===== config.mk =====
export PLATFORM = sky130hd
export DESIGN_NAME = dsc_ctrl
export DESIGN_NICKNAME = d
export VERILOG_FILES = /design/src/hdl/dsc_pkg.sv /design/src/hdl/dsc_cal_div.sv /design/src/hdl/dsc_spi_slave.sv /design/src/hdl/dsc_ctrl.sv
export VERILOG_INCLUDE_DIRS = /design/src /design/src/hdl
export SDC_FILE = /design/constraint.sdc
export NUM_CORES = 2
export LEC_CHECK = 0
export BUFFER_PORTS_ARGS = -buffer_cell sky130_fd_sc_hd__clkbuf_2
export CORE_MARGIN = 3
export CORE_UTILIZATION = 63
export CTS_BUF_LIST = sky130_fd_sc_hd__clkbuf_4 sky130_fd_sc_hd__clkbuf_8 sky130_fd_sc_hd__clkbuf_16
export DETAILED_ROUTE_END_ITERATION = 8
export PLACE_DENSITY = 0.79
export SLEW_MARGIN = 10
export SYNTH_ARGS = -nofsm -noshare
export SYNTH_HDL_FRONTEND = slang
export SYNTH_SLANG_ARGS = --single-unit

===== constraint.sdc =====
create_clock -name ref_clk -period 18.8 [get_ports ref_clk]
set_clock_uncertainty 0.1 [all_clocks]
set_input_delay 0.94 -clock ref_clk [delete_from_list [all_inputs] [get_ports ref_clk]]
set_output_delay 0.94 -clock ref_clk [all_outputs]
set_load 0.05 [all_outputs]

===== src/hdl/dsc_defs.svh =====
`ifndef DSC_DEFS_SVH
`define DSC_DEFS_SVH

// register offsets
`define DSC_A_RESET   8'h00
`define DSC_A_CLKOUT  8'h02
`define DSC_A_CALCFG  8'h0e
`define DSC_A_CALCTL  8'h0f
`define DSC_A_MADDR   8'h10
`define DSC_A_MDATA   8'h11
`define DSC_A_QUAD    8'h15
`define DSC_A_SYNC    8'h16

// field positions
`define DSC_B_SWRST   7
`define DSC_B_SDR     7
`define DSC_B_INVCI   5
`define DSC_B_INVCO   4
`define DSC_B_DISCO   3
`define DSC_B_SCDONE  7
`define DSC_B_SCSTART 6
`define DSC_B_XDONE   5
`define DSC_B_XSTART  4
`define DSC_B_SWR     3
`define DSC_B_SRD     2
`define DSC_B_FRD     1
`define DSC_B_FORCE_DEFAULT_CAL   0
`define DSC_B_BYPASS  6
`define DSC_B_EXTQ    5
`define DSC_F_QIN     4:3
`define DSC_F_DIV     2:0

// reset values and masks
`define DSC_RST_CLKOUT 8'h00
`define DSC_CLKOUT_MASK 8'hb8
`define DSC_CAL_DEFAULT 6'h3f

// timing: durations are quoted at a 100 MHz characterisation clock
`define DSC_CAL_MAX_DIV 4096
`define DSC_CHAR_MHZ    100
`define DSC_SELF_CAL_MS 100
`define DSC_XFER_MS     15
`define DSC_SELF_CAL_TICKS (`DSC_SELF_CAL_MS * 1000 * `DSC_CHAR_MHZ / `DSC_CAL_MAX_DIV)
`define DSC_XFER_TICKS (`DSC_XFER_MS * 1000 * `DSC_CHAR_MHZ / `DSC_CAL_MAX_DIV)

`endif


===== src/hdl/dsc_pkg.sv =====
`default_nettype none
package dsc_pkg;

  typedef enum logic [1:0] {
    CAL_FORCE_DEFAULT_CAL,
    CAL_SELF,
    CAL_FACTORY,
    CAL_USER
  } dsc_cal_stat_t;

  typedef enum logic [1:0] {
    ST_IDLE,
    ST_SELF,
    ST_XFER
  } dsc_seq_t;

  typedef struct packed {
    logic [7:0] addr;
    logic [7:0] wdata;
  } dsc_req_t;

  typedef struct packed {
    logic sclk;
    logic csn;
    logic sdi;
  } dsc_spi_t;

endpackage
`default_nettype wire


===== src/hdl/dsc_cal_div.sv =====
`include "dsc_defs.svh"
`default_nettype none
module dsc_cal_div #(
  parameter int MAX_DIV = `DSC_CAL_MAX_DIV
) (
  input  wire logic       ref_clk,
  input  wire logic       rstn,
  input  wire logic       run,
  input  wire logic [2:0] div_sel,
  output logic            tick
);
  import dsc_pkg::*;

  localparam int W = $clog2(MAX_DIV);

  logic [W-1:0] cnt;
  // each step of div_sel halves the period
  wire  [W-1:0] last   = W'((MAX_DIV >> div_sel) - 1);
  wire          at_end = cnt == last;

  always_ff @(posedge ref_clk or negedge rstn)
  begin
    if (!rstn)
    begin
      cnt  <= '0;
      tick <= 1'b0;
    end
    else if (!run)
    begin
      cnt  <= '0;
      tick <= 1'b0;
    end
    else
    begin
      tick <= at_end;
      cnt  <= at_end ? '0 : cnt + 1'b1;
    end
  end
endmodule // dsc_cal_div
`default_nettype wire


===== src/hdl/dsc_spi_slave.sv =====
`include "dsc_defs.svh"
`default_nettype none
module dsc_spi_slave (
  input  wire logic              ref_clk,
  input  wire logic              rstn,
  input  wire dsc_pkg::dsc_spi_t spi_pins,
  output logic                   sdo,
  output logic                   sdo_oe,
  output logic                   req_stb,
  output dsc_pkg::dsc_req_t      req,
  output logic [7:0]             rd_addr,
  input  wire logic [7:0]        rdata
);
  import dsc_pkg::*;

  dsc_spi_t    s1;
  dsc_spi_t    s2;
  logic        sclk_d;
  logic [3:0]  bitn;
  logic [15:0] shin;
  logic [7:0]  shout;

  wire active = ~s2.csn;
  wire rise   = s2.sclk & ~sclk_d;
  wire fall   = ~s2.sclk & sclk_d;

  // address is complete after eight bits; read data is loaded then
  assign rd_addr = {1'b0, shin[6:0]};
  assign sdo     = shout[7];
  assign sdo_oe  = active;

  always_ff @(posedge ref_clk or negedge rstn)
  begin
    if (!rstn)
    begin
      // idle level of csn is high, so no false select follows reset
      s1     <= '{sclk: 1'b0, csn: 1'b1, sdi: 1'b0};
      s2     <= '{sclk: 1'b0, csn: 1'b1, sdi: 1'b0};
      sclk_d <= 1'b0;
    end
    else
    begin
      s1     <= spi_pins;
      s2     <= s1;
      sclk_d <= s2.sclk;
    end
  end

  always_ff @(posedge ref_clk or negedge rstn)
  begin
    if (!rstn)
    begin
      bitn    <= '0;
      shin    <= '0;
      shout   <= '0;
      req_stb <= 1'b0;
      req     <= '0;
    end
    else
    begin
      req_stb <= 1'b0;
      if (!active)
        bitn <= '0;
      else if (rise)
      begin
        shin <= {shin[14:0], s2.sdi};
        bitn <= bitn + 4'h1;
        // first bit high marks a read; only writes raise the strobe
        if (bitn == 4'hf)
        begin
          req_stb <= ~shin[14];
          req     <= '{addr: {1'b0, shin[13:7]}, wdata: {shin[6:0], s2.sdi}};
        end
      end
      if (active && fall)
        shout <= (bitn == 4'h8) ? rdata : {shout[6:0], 1'b0};
    end
  end
endmodule // dsc_spi_slave
`default_nettype wire


===== src/hdl/dsc_ctrl.sv =====
`include "dsc_defs.svh"
`default_nettype none
module dsc_ctrl #(
  parameter int SELF_TICKS = `DSC_SELF_CAL_TICKS,
  parameter int XFER_TICKS = `DSC_XFER_TICKS
) (
  input  wire logic              ref_clk,
  input  wire logic              rstn,
  input  wire dsc_pkg::dsc_spi_t spi_pins,
  output logic                   spi_sdo,
  output logic                   spi_sdo_oe,
  input  wire logic              data_clk_in,
  input  wire logic [15:0]       data_in,
  output logic [15:0]            dac_word,
  output logic                   forwarded_data_clock,
  output logic                   clock_out_oe
);
  import dsc_pkg::*;

  dsc_req_t        req;
  logic            req_stb;
  logic [7:0]      rd_addr;
  logic [7:0]      rdata;
  logic            cal_tick;
  logic [7:0]      clk_cfg;
  logic [3:0]      sync_cfg;
  logic [3:0]      ctl_low;
  logic            self_cal_done;
  logic            transfer_done;
  logic [2:0]      div_sel;
  logic [7:0]      mem_address;
  logic [5:0]      mem_data;
  dsc_cal_stat_t   cal_stat;
  dsc_seq_t        seq;
  logic [11:0]     tick_cnt;
  logic [7:0]      sweep_idx;
  logic            init_sweep;
  logic [1:0]      sync_quadrant_report;
  logic [5:0]      static_cal_memory [0:255];

  // stand-in for the fused factory table; contents are arbitrary
  function automatic logic [5:0] dsc_factory(input logic [7:0] a);
    return a[5:0] ^ 6'h2a;
  endfunction

  dsc_spi_slave u_spi (
    .ref_clk  (ref_clk),
    .rstn     (rstn),
    .spi_pins (spi_pins),
    .sdo      (spi_sdo),
    .sdo_oe   (spi_sdo_oe),
    .req_stb  (req_stb),
    .req      (req),
    .rd_addr  (rd_addr),
    .rdata    (rdata)
  );

  dsc_cal_div u_div (
    .ref_clk (ref_clk),
    .rstn    (rstn),
    .run     (seq != ST_IDLE),
    .div_sel (div_sel),
    .tick    (cal_tick)
  );

  wire wr_rst  = req_stb && req.addr == `DSC_A_RESET && req.wdata[`DSC_B_SWRST];
  wire wr_clk  = req_stb && req.addr == `DSC_A_CLKOUT;
  wire wr_cfg  = req_stb && req.addr == `DSC_A_CALCFG;
  wire wr_ctl  = req_stb && req.addr == `DSC_A_CALCTL;
  wire wr_adr  = req_stb && req.addr == `DSC_A_MADDR;
  wire wr_dat  = req_stb && req.addr == `DSC_A_MDATA;
  wire wr_syn  = req_stb && req.addr == `DSC_A_SYNC;
  wire quiet   = req.wdata[3:0] == 4'h0;
  wire go_self = wr_ctl && req.wdata[`DSC_B_SCSTART] && quiet && seq == ST_IDLE;
  wire go_xfer = wr_ctl && req.wdata[`DSC_B_XSTART] && quiet && seq == ST_IDLE;

  wire [11:0] last_tick = (seq == ST_SELF) ? 12'(SELF_TICKS - 1) : 12'(XFER_TICKS - 1);
  wire        seq_last  = seq != ST_IDLE && cal_tick && tick_cnt == last_tick;
  wire        sweeping  = init_sweep | ctl_low[`DSC_B_FORCE_DEFAULT_CAL];
  wire        xfer_wr   = seq == ST_XFER && cal_tick && tick_cnt < 12'h100;
  wire        sw_wr     = ctl_low[`DSC_B_SWR] && !sweeping && seq == ST_IDLE;
  wire [7:0]  mem_wa    = sweeping ? sweep_idx : xfer_wr ? tick_cnt[7:0] : mem_address;
  wire [5:0]  mem_wd    = sweeping ? `DSC_CAL_DEFAULT
                        : xfer_wr ? dsc_factory(tick_cnt[7:0]) : mem_data;

  always_ff @(posedge ref_clk)
  begin
    if (sweeping | xfer_wr | sw_wr)
      static_cal_memory[mem_wa] <= mem_wd;
  end

  // default sweep, also run once after power-up
  always_ff @(posedge ref_clk or negedge rstn)
  begin
    if (!rstn)
    begin
      init_sweep <= 1'b1;
      sweep_idx  <= '0;
    end
    else if (sweeping)
    begin
      sweep_idx <= sweep_idx + 8'h01;
      if (sweep_idx == 8'hff)
        init_sweep <= 1'b0;
    end
  end

  always_ff @(posedge ref_clk or negedge rstn)
  begin
    if (!rstn)
    begin
      seq      <= ST_IDLE;
      tick_cnt <= '0;
    end
    else if (wr_rst)
      seq <= ST_IDLE;
    else
    begin
      case (seq)
        ST_IDLE:
        begin
          tick_cnt <= '0;
          if (go_self)
            seq <= ST_SELF;
          else if (go_xfer)
            seq <= ST_XFER;
        end
        default:
        begin
          if (seq_last)
            seq <= ST_IDLE;
          else if (cal_tick)
            tick_cnt <= tick_cnt + 12'h001;
        end
      endcase
    end
  end

  // soft reset keeps memory, reports uncalibrated
  always_ff @(posedge ref_clk or negedge rstn)
  begin
    if (!rstn)
      cal_stat <= CAL_FORCE_DEFAULT_CAL;
    else if (wr_rst || sweeping)
      cal_stat <= CAL_FORCE_DEFAULT_CAL;
    else if (seq_last)
      cal_stat <= (seq == ST_SELF) ? CAL_SELF : CAL_FACTORY;
    else if (sw_wr)
      cal_stat <= CAL_USER;
  end

  // done flags; a completion beats a clearing write
  always_ff @(posedge ref_clk or negedge rstn)
  begin
    if (!rstn)
    begin
      ctl_low       <= '0;
      self_cal_done <= 1'b0;
      transfer_done <= 1'b0;
    end
    else if (wr_rst)
    begin
      ctl_low       <= '0;
      self_cal_done <= 1'b0;
      transfer_done <= 1'b0;
    end
    else
    begin
      if (wr_ctl)
        ctl_low <= req.wdata[3:0];
      self_cal_done <= (seq_last && seq == ST_SELF)
                     | (self_cal_done & ~(wr_ctl & ~req.wdata[`DSC_B_SCDONE]));
      transfer_done <= (seq_last && seq == ST_XFER)
                     | (transfer_done & ~(wr_ctl & ~req.wdata[`DSC_B_XDONE]));
    end
  end

  always_ff @(posedge ref_clk or negedge rstn)
  begin
    if (!rstn)
      mem_address <= '0;
    else if (wr_rst)
      mem_address <= '0;
    else if (wr_adr)
      mem_address <= req.wdata;
  end

  // data register; memory reads take precedence over a write
  always_ff @(posedge ref_clk or negedge rstn)
  begin
    if (!rstn)
      mem_data <= '0;
    else if (wr_rst)
      mem_data <= '0;
    else if (ctl_low[`DSC_B_FRD])
      mem_data <= dsc_factory(mem_address);
    else if (ctl_low[`DSC_B_SRD])
      mem_data <= static_cal_memory[mem_address];
    else if (wr_dat)
      mem_data <= req.wdata[5:0];
  end

  always_ff @(posedge ref_clk or negedge rstn)
  begin
    if (!rstn)
    begin
      clk_cfg  <= `DSC_RST_CLKOUT;
      sync_cfg <= '0;
      div_sel  <= '0;
    end
    else if (wr_rst)
    begin
      clk_cfg  <= `DSC_RST_CLKOUT;
      sync_cfg <= '0;
      div_sel  <= '0;
    end
    else
    begin
      if (wr_clk)
        clk_cfg <= req.wdata & `DSC_CLKOUT_MASK;
      // external quadrant value stored with mode bits
      if (wr_syn)
        sync_cfg <= req.wdata[6:3];
      if (wr_cfg)
        div_sel <= req.wdata[`DSC_F_DIV];
    end
  end

  always_comb
  begin
    rdata = 8'h00;
    if (rd_addr == `DSC_A_CLKOUT)
      rdata = clk_cfg;
    else if (rd_addr == `DSC_A_CALCFG)
      rdata = {2'b00, cal_stat, 1'b0, div_sel};
    else if (rd_addr == `DSC_A_CALCTL)
      rdata = {self_cal_done, seq == ST_SELF, transfer_done, seq == ST_XFER, ctl_low};
    else if (rd_addr == `DSC_A_MADDR)
      rdata = mem_address;
    else if (rd_addr == `DSC_A_MDATA)
      rdata = {2'b00, mem_data};
    else if (rd_addr == `DSC_A_QUAD)
      rdata = {6'h00, sync_quadrant_report};
    else if (rd_addr == `DSC_A_SYNC)
      rdata = {1'b0, sync_cfg, 3'b000};
  end

  // data path: returned clock and bus are pins, so two flops first
  logic [15:0]      din_s1;
  logic [15:0]      din_s2;
  logic             dci_s1;
  logic             dci_s2;
  logic             dci_s3;
  logic [1:0]       phase;
  logic [1:0]       auto_quad;
  logic [3:0][15:0] pipe;
  logic             half;

  wire bypass = sync_cfg[3];
  wire ext_q  = sync_cfg[2];
  // input clock inversion picks the capture edge
  wire dci_edge = clk_cfg[`DSC_B_INVCI] ? (dci_s3 & ~dci_s2) : (~dci_s3 & dci_s2);
  // external quadrant overrides the automatic one
  wire [1:0] quad_used = ext_q ? sync_cfg[1:0] : auto_quad;

  always_ff @(posedge ref_clk or negedge rstn)
  begin
    if (!rstn)
    begin
      din_s1 <= '0;
      din_s2 <= '0;
      dci_s1 <= 1'b0;
      dci_s2 <= 1'b0;
      dci_s3 <= 1'b0;
    end
    else
    begin
      din_s1 <= data_in;
      din_s2 <= din_s1;
      dci_s1 <= data_clk_in;
      dci_s2 <= dci_s1;
      dci_s3 <= dci_s2;
    end
  end

  // capture on the returned data clock
  always_ff @(posedge ref_clk or negedge rstn)
  begin
    if (!rstn)
    begin
      phase                <= '0;
      auto_quad            <= '0;
      pipe                 <= '0;
      sync_quadrant_report <= '0;
      dac_word             <= '0;
      half                 <= 1'b0;
    end
    else
    begin
      phase <= phase + 2'h1;
      half  <= ~half;
      if (dci_edge)
        auto_quad <= phase;
      pipe <= {pipe[2:0], dci_edge ? din_s2 : pipe[0]};
      sync_quadrant_report <= quad_used;
      dac_word <= bypass ? din_s2 : pipe[quad_used];
    end
  end

  // full rate passes the master clock itself; a flop cannot toggle that fast
  wire fdc_raw = clk_cfg[`DSC_B_SDR] ? ref_clk : half;
  assign forwarded_data_clock = (fdc_raw ^ clk_cfg[`DSC_B_INVCO]) & ~clk_cfg[`DSC_B_DISCO];
  assign clock_out_oe = ~clk_cfg[`DSC_B_DISCO];
endmodule // dsc_ctrl
`default_nettype wire


Word level (Yosys, flattened, before mapping)
Memory sizes are Yosys's and may differ from the RTL's.
Cells that the tools add are included.
{ "classes": {"n_addsub": 6, "n_eq_ne": 22, "reduce_logical": 44, "shifts": 1, "bitwise": 30, "n_mux": 57, "magnitude_cmp": 2} }
{ "ops": {"columns": ["operator", "n"], "rows": [
  ["$mux 8", 11],
  ["$mux 12", 6],
  ["$eq 7x5->1 const B", 7],
  ["$mux 6", 6],
  ["$bmux 16 s2", 1],
  ["$mux 16", 2],
  ["$eq 7x4->1 const B", 4],
  ["$add 12x1->12 const B", 2],
  ["$eq 12x12->1", 2],
  ["$mux 4", 6],
  ["$logic_and 1x1->1", 23],
  ["$mux 7", 3],
  ["$mux 2", 10],
  ["$reduce_bool 2->1", 8],
  ["$eq 7x2->1 const B", 2],
  ["$not 1->1", 13],
  ["$shr 13x3->12 const A", 1],
  ["$lt 12x9->1 const B", 1],
  ["$sub 12x2->12 const B", 1],
  ["$mux 1", 10],
  ["$and 1x1->1", 9],
  ["$add 8x1->8 const B", 1],
  ["$eq 4x4->1 const B", 2],
  ["$eq 8x8->1 const B", 1],
  ["other kinds (20)", 30]
]} }
{ "word_totals": {"elab_cells": 205, "output_inout_bits": 20, "register_bits": 245, "in_bits": 22, "ram_bits": 1536, "n_memories": 1} }
{ "memory_table": {"columns": ["name", "depth", "width", "rd", "rd_ports_with_merged_regs", "wr", "line", "text"], "rows": [
  ["static_cal_memory", 256, 6, 1, 0, 1, "dsc_ctrl.sv:39", "logic [5:0] static_cal_memory [0:255];"]
]} }

Longest topological paths before layout
{ "logic_depth": {"word_depth": 9, "depth_mapped": 13, "mapped_depth_nobuf": 7} }

Hierarchy
Synthesis repeated with hierarchy kept, for this count alone.
{ "unflattened": {"hier_cells": 3919, "hier_area_um2": 71159.5} }
{ "by_module_without_submodules": {"columns": ["mod", "area_per_inst_um2", "instances", "cells_per_inst", "seq_area_each_um2"], "rows": [
  ["dsc_ctrl", 68288.0, 1, 3683, 50579.8],
  ["dsc_spi_slave", 2059.5, 1, 151, 1253.7],
  ["dsc_cal_div", 812.0, 1, 85, 325.3]
]} }

==> impl_metrics.env <==
export IMPL_crit_path_max_fanout=2
export IMPL_vias=37800
export IMPL_fp_dieArea_sq_mm=0.115
export IMPL_power_density_mw_per_mm2=102
export IMPL_placed_cell_area_sq_mm=0.0714
export IMPL_yosysWarnings=0
export IMPL_finalSetupViolCount=0
export IMPL_initial_core_util_pct=64.0
export IMPL_synth_cell_area_sq_mm=0.0701
export IMPL_grt_first_pass_wirelength_um=254000
export IMPL_cts_setup_buffers=0
export IMPL_drv_cap=0
export IMPL_antenna_found_initial=5
export IMPL_firstDrtPassIters=6
export IMPL_arrival_ps=10450
export IMPL_yosysUniqueCellTypes=85
export IMPL_ys_flop_type="edfxtp_1"
export IMPL_peakVddDrop_mv=0.104
export IMPL_fp_dieH_um=340
export IMPL_hold_violations=0
export IMPL_ios=42
export IMPL_start_kind="clock port"
export IMPL_dp_hpwl_um=103000
export IMPL_pre_cts_ws_ps=7790
export IMPL_drive_gt1_share_pct=20.8
export IMPL_synth_edf_count=1536
export IMPL_drc=0
export IMPL_clock_latency_ps=910
export IMPL_rsz0062_at_grt="no"
export IMPL_synthArstFlopShare_pct=13.6
export IMPL_synth_cells=3821
export IMPL_final_area_sq_mm=0.0772
export IMPL_routedWlPerCell_um=31.5
export IMPL_vias_per_cell=6.89
export IMPL_gp_congestion=0.942
export IMPL_synth_top_cell_area_share_pct=65.8
export IMPL_path_class="clk2out"
export IMPL_utilization_pct=70.5
export IMPL_synth_common_cells="edfxtp_1, nor2_1, mux4_2"
export IMPL_grtUsageTotal_pct=30.4
export IMPL_cp_required_ps=17760
export IMPL_synth_ff_latch_count=1777
export IMPL_yosys_top_cells_area="edfxtp_1, mux4_2, dfrtp_1"
export IMPL_max_slew_margin_pct=14.4
export IMPL_yosys_area_top_type="edfxtp_1"
export IMPL_fp_dieW_um=340
export IMPL_nets=3893
export IMPL_grt_overflow_total=0
export IMPL_seqCellArea_sq_mm=0.0522
export IMPL_fin_setup_tns_ps=0
export IMPL_synth_most_common_cell="edfxtp_1"
export IMPL_grt_pass1_vias=37500
export IMPL_clkTransAtPathRegs_ps=60
export IMPL_grt_max_degree=111
export IMPL_status="finished clean"
export IMPL_leakagePower_nw=20.8
export IMPL_syn_area_per_cell_sq_um=18.4
export IMPL_wl_um=173000
export IMPL_ant_nets=0
export IMPL_worst_slew_pin_slew_ps=1280
export IMPL_fillers=6488
export IMPL_tritoncts="built"
export IMPL_end_kind="output pin"
export IMPL_worstHoldPathType="in2reg"
export IMPL_drt_iter0_markers=5646
export IMPL_port_buffers=41
export IMPL_multi_input_area_sq_mm=0.0167
export IMPL_setup_ws_ps=7310
export IMPL_ys_seq_area_share_pct=74.4
export IMPL_rows=121
export IMPL_core_sq_mm=0.110
export IMPL_area_growth_synth_to_final_pct=10.1
export IMPL_syn_num_nets=3848
export IMPL_slew_violations=0
## cell type report
type	instances	share of cell area [%]
Inverter	27	0.133
Antenna cell	8	0.0259
Sequential cell	1777	67.5
Timing Repair Buffer	93	0.813
Tap cell	1476	2.39
Multi-Input combinational cell	1792	21.6
Clock buffer	212	6.11
Clock inverter	104	1.35
## worst paths after layout
check                               start                   end  slack [ps]  depth (start not counted)
min in group asynchronous            rstn            din_s2[12]         610                          2
setup / recovery                  ref_clk  forwarded_data_clock        7310                          6
hold reg to reg                 din_s1[4]             din_s2[4]         250                          0
max in group asynchronous            rstn        mem_address[0]       15710                          4
setup reg to reg           mem_address[0]           mem_data[0]       13120                         10
hold / removal                data_clk_in                dci_s1          60                          1
## critical path, stage by stage
cell	delay, ps
clkbuf_16	120
clkbuf_16	130
mux2i_1	200
xor2_1	100
nor2_1	180
clkbuf_2	310
## report_power, final
part           switching, W  internal (W)  leakage [nW]
combinational     0.0000751     0.0000347          4.32
clock               0.00146       0.00202          2.88
sequential        0.0000287       0.00427          13.6
total               0.00157       0.00633          20.8
## cell usage in the layout (no fill, tap or decap), types with 17 or more instances in the layout
cell,n
nand3_1,58
mux2i_1,112
mux2_2,53
mux4_2,354
a21oi_1,90
clkbuf_2,40
nor2_1,356
nand4_1,17
clkinv_1,39
dfrtp_1,234
clkbuf_16,177
clkinv_2,32
inv_1,25
buf_4,49
nand2_1,244
clkbuf_4,29
edfxtp_1,1536
a22oi_1,97
o21ai_0,77
nor3_1,31
bufinv_16,17
o221ai_1,18
o22ai_1,21
## kinds of logic after synthesis
kind of cell | Yosys count | share of synthesized area (%)
compound gates | 393 | 3.70
xor+xnor | 27 | 0.337
fa+ha+maj | 5 | 0.0892
buf+inv | 252 | 1.99
flops | 1777 | 74.4
mux | 531 | 14.2
simple gates | 836 | 5.31
## per-stage QoR
step	std cells	hold slack, ps	power, W
after global routing	5481	25.4	0.00810
final	5489	55.0	0.00789
after global placement	5163	234	0.00448
after CTS	5481	3.10	0.00792
after floorplan	3821	231	0.00445
after detailed placement	5163	236	0.00449
## repair_timing
action | CTS | global route
resized for setup | 0 | 0
hold endpoints to repair | 37 | 0
hold buffers | 3 | 0
## layer usage
metal	wire length (um)	GRT usage (%)
met5	0	0
met4	8750	14.1
met3	21400	8.39
met2	81800	46.6
met1	60800	41.3
## state kept, by name, summed over array words and instances (netlist names), 4 cells and up
register	cells
clk_cfg	4
ctl_low	4
dac_word	16
din_s1	16
din_s2	16
mem_address	8
mem_data	6
pipe	64
static_cal_memory	1536
sweep_idx	8
sync_cfg	4
tick_cnt	12
u_div.cnt	12
u_spi.bitn	4
u_spi.req	15
u_spi.shin	15
u_spi.shout	8
Power figures use the tool's default switching activity.
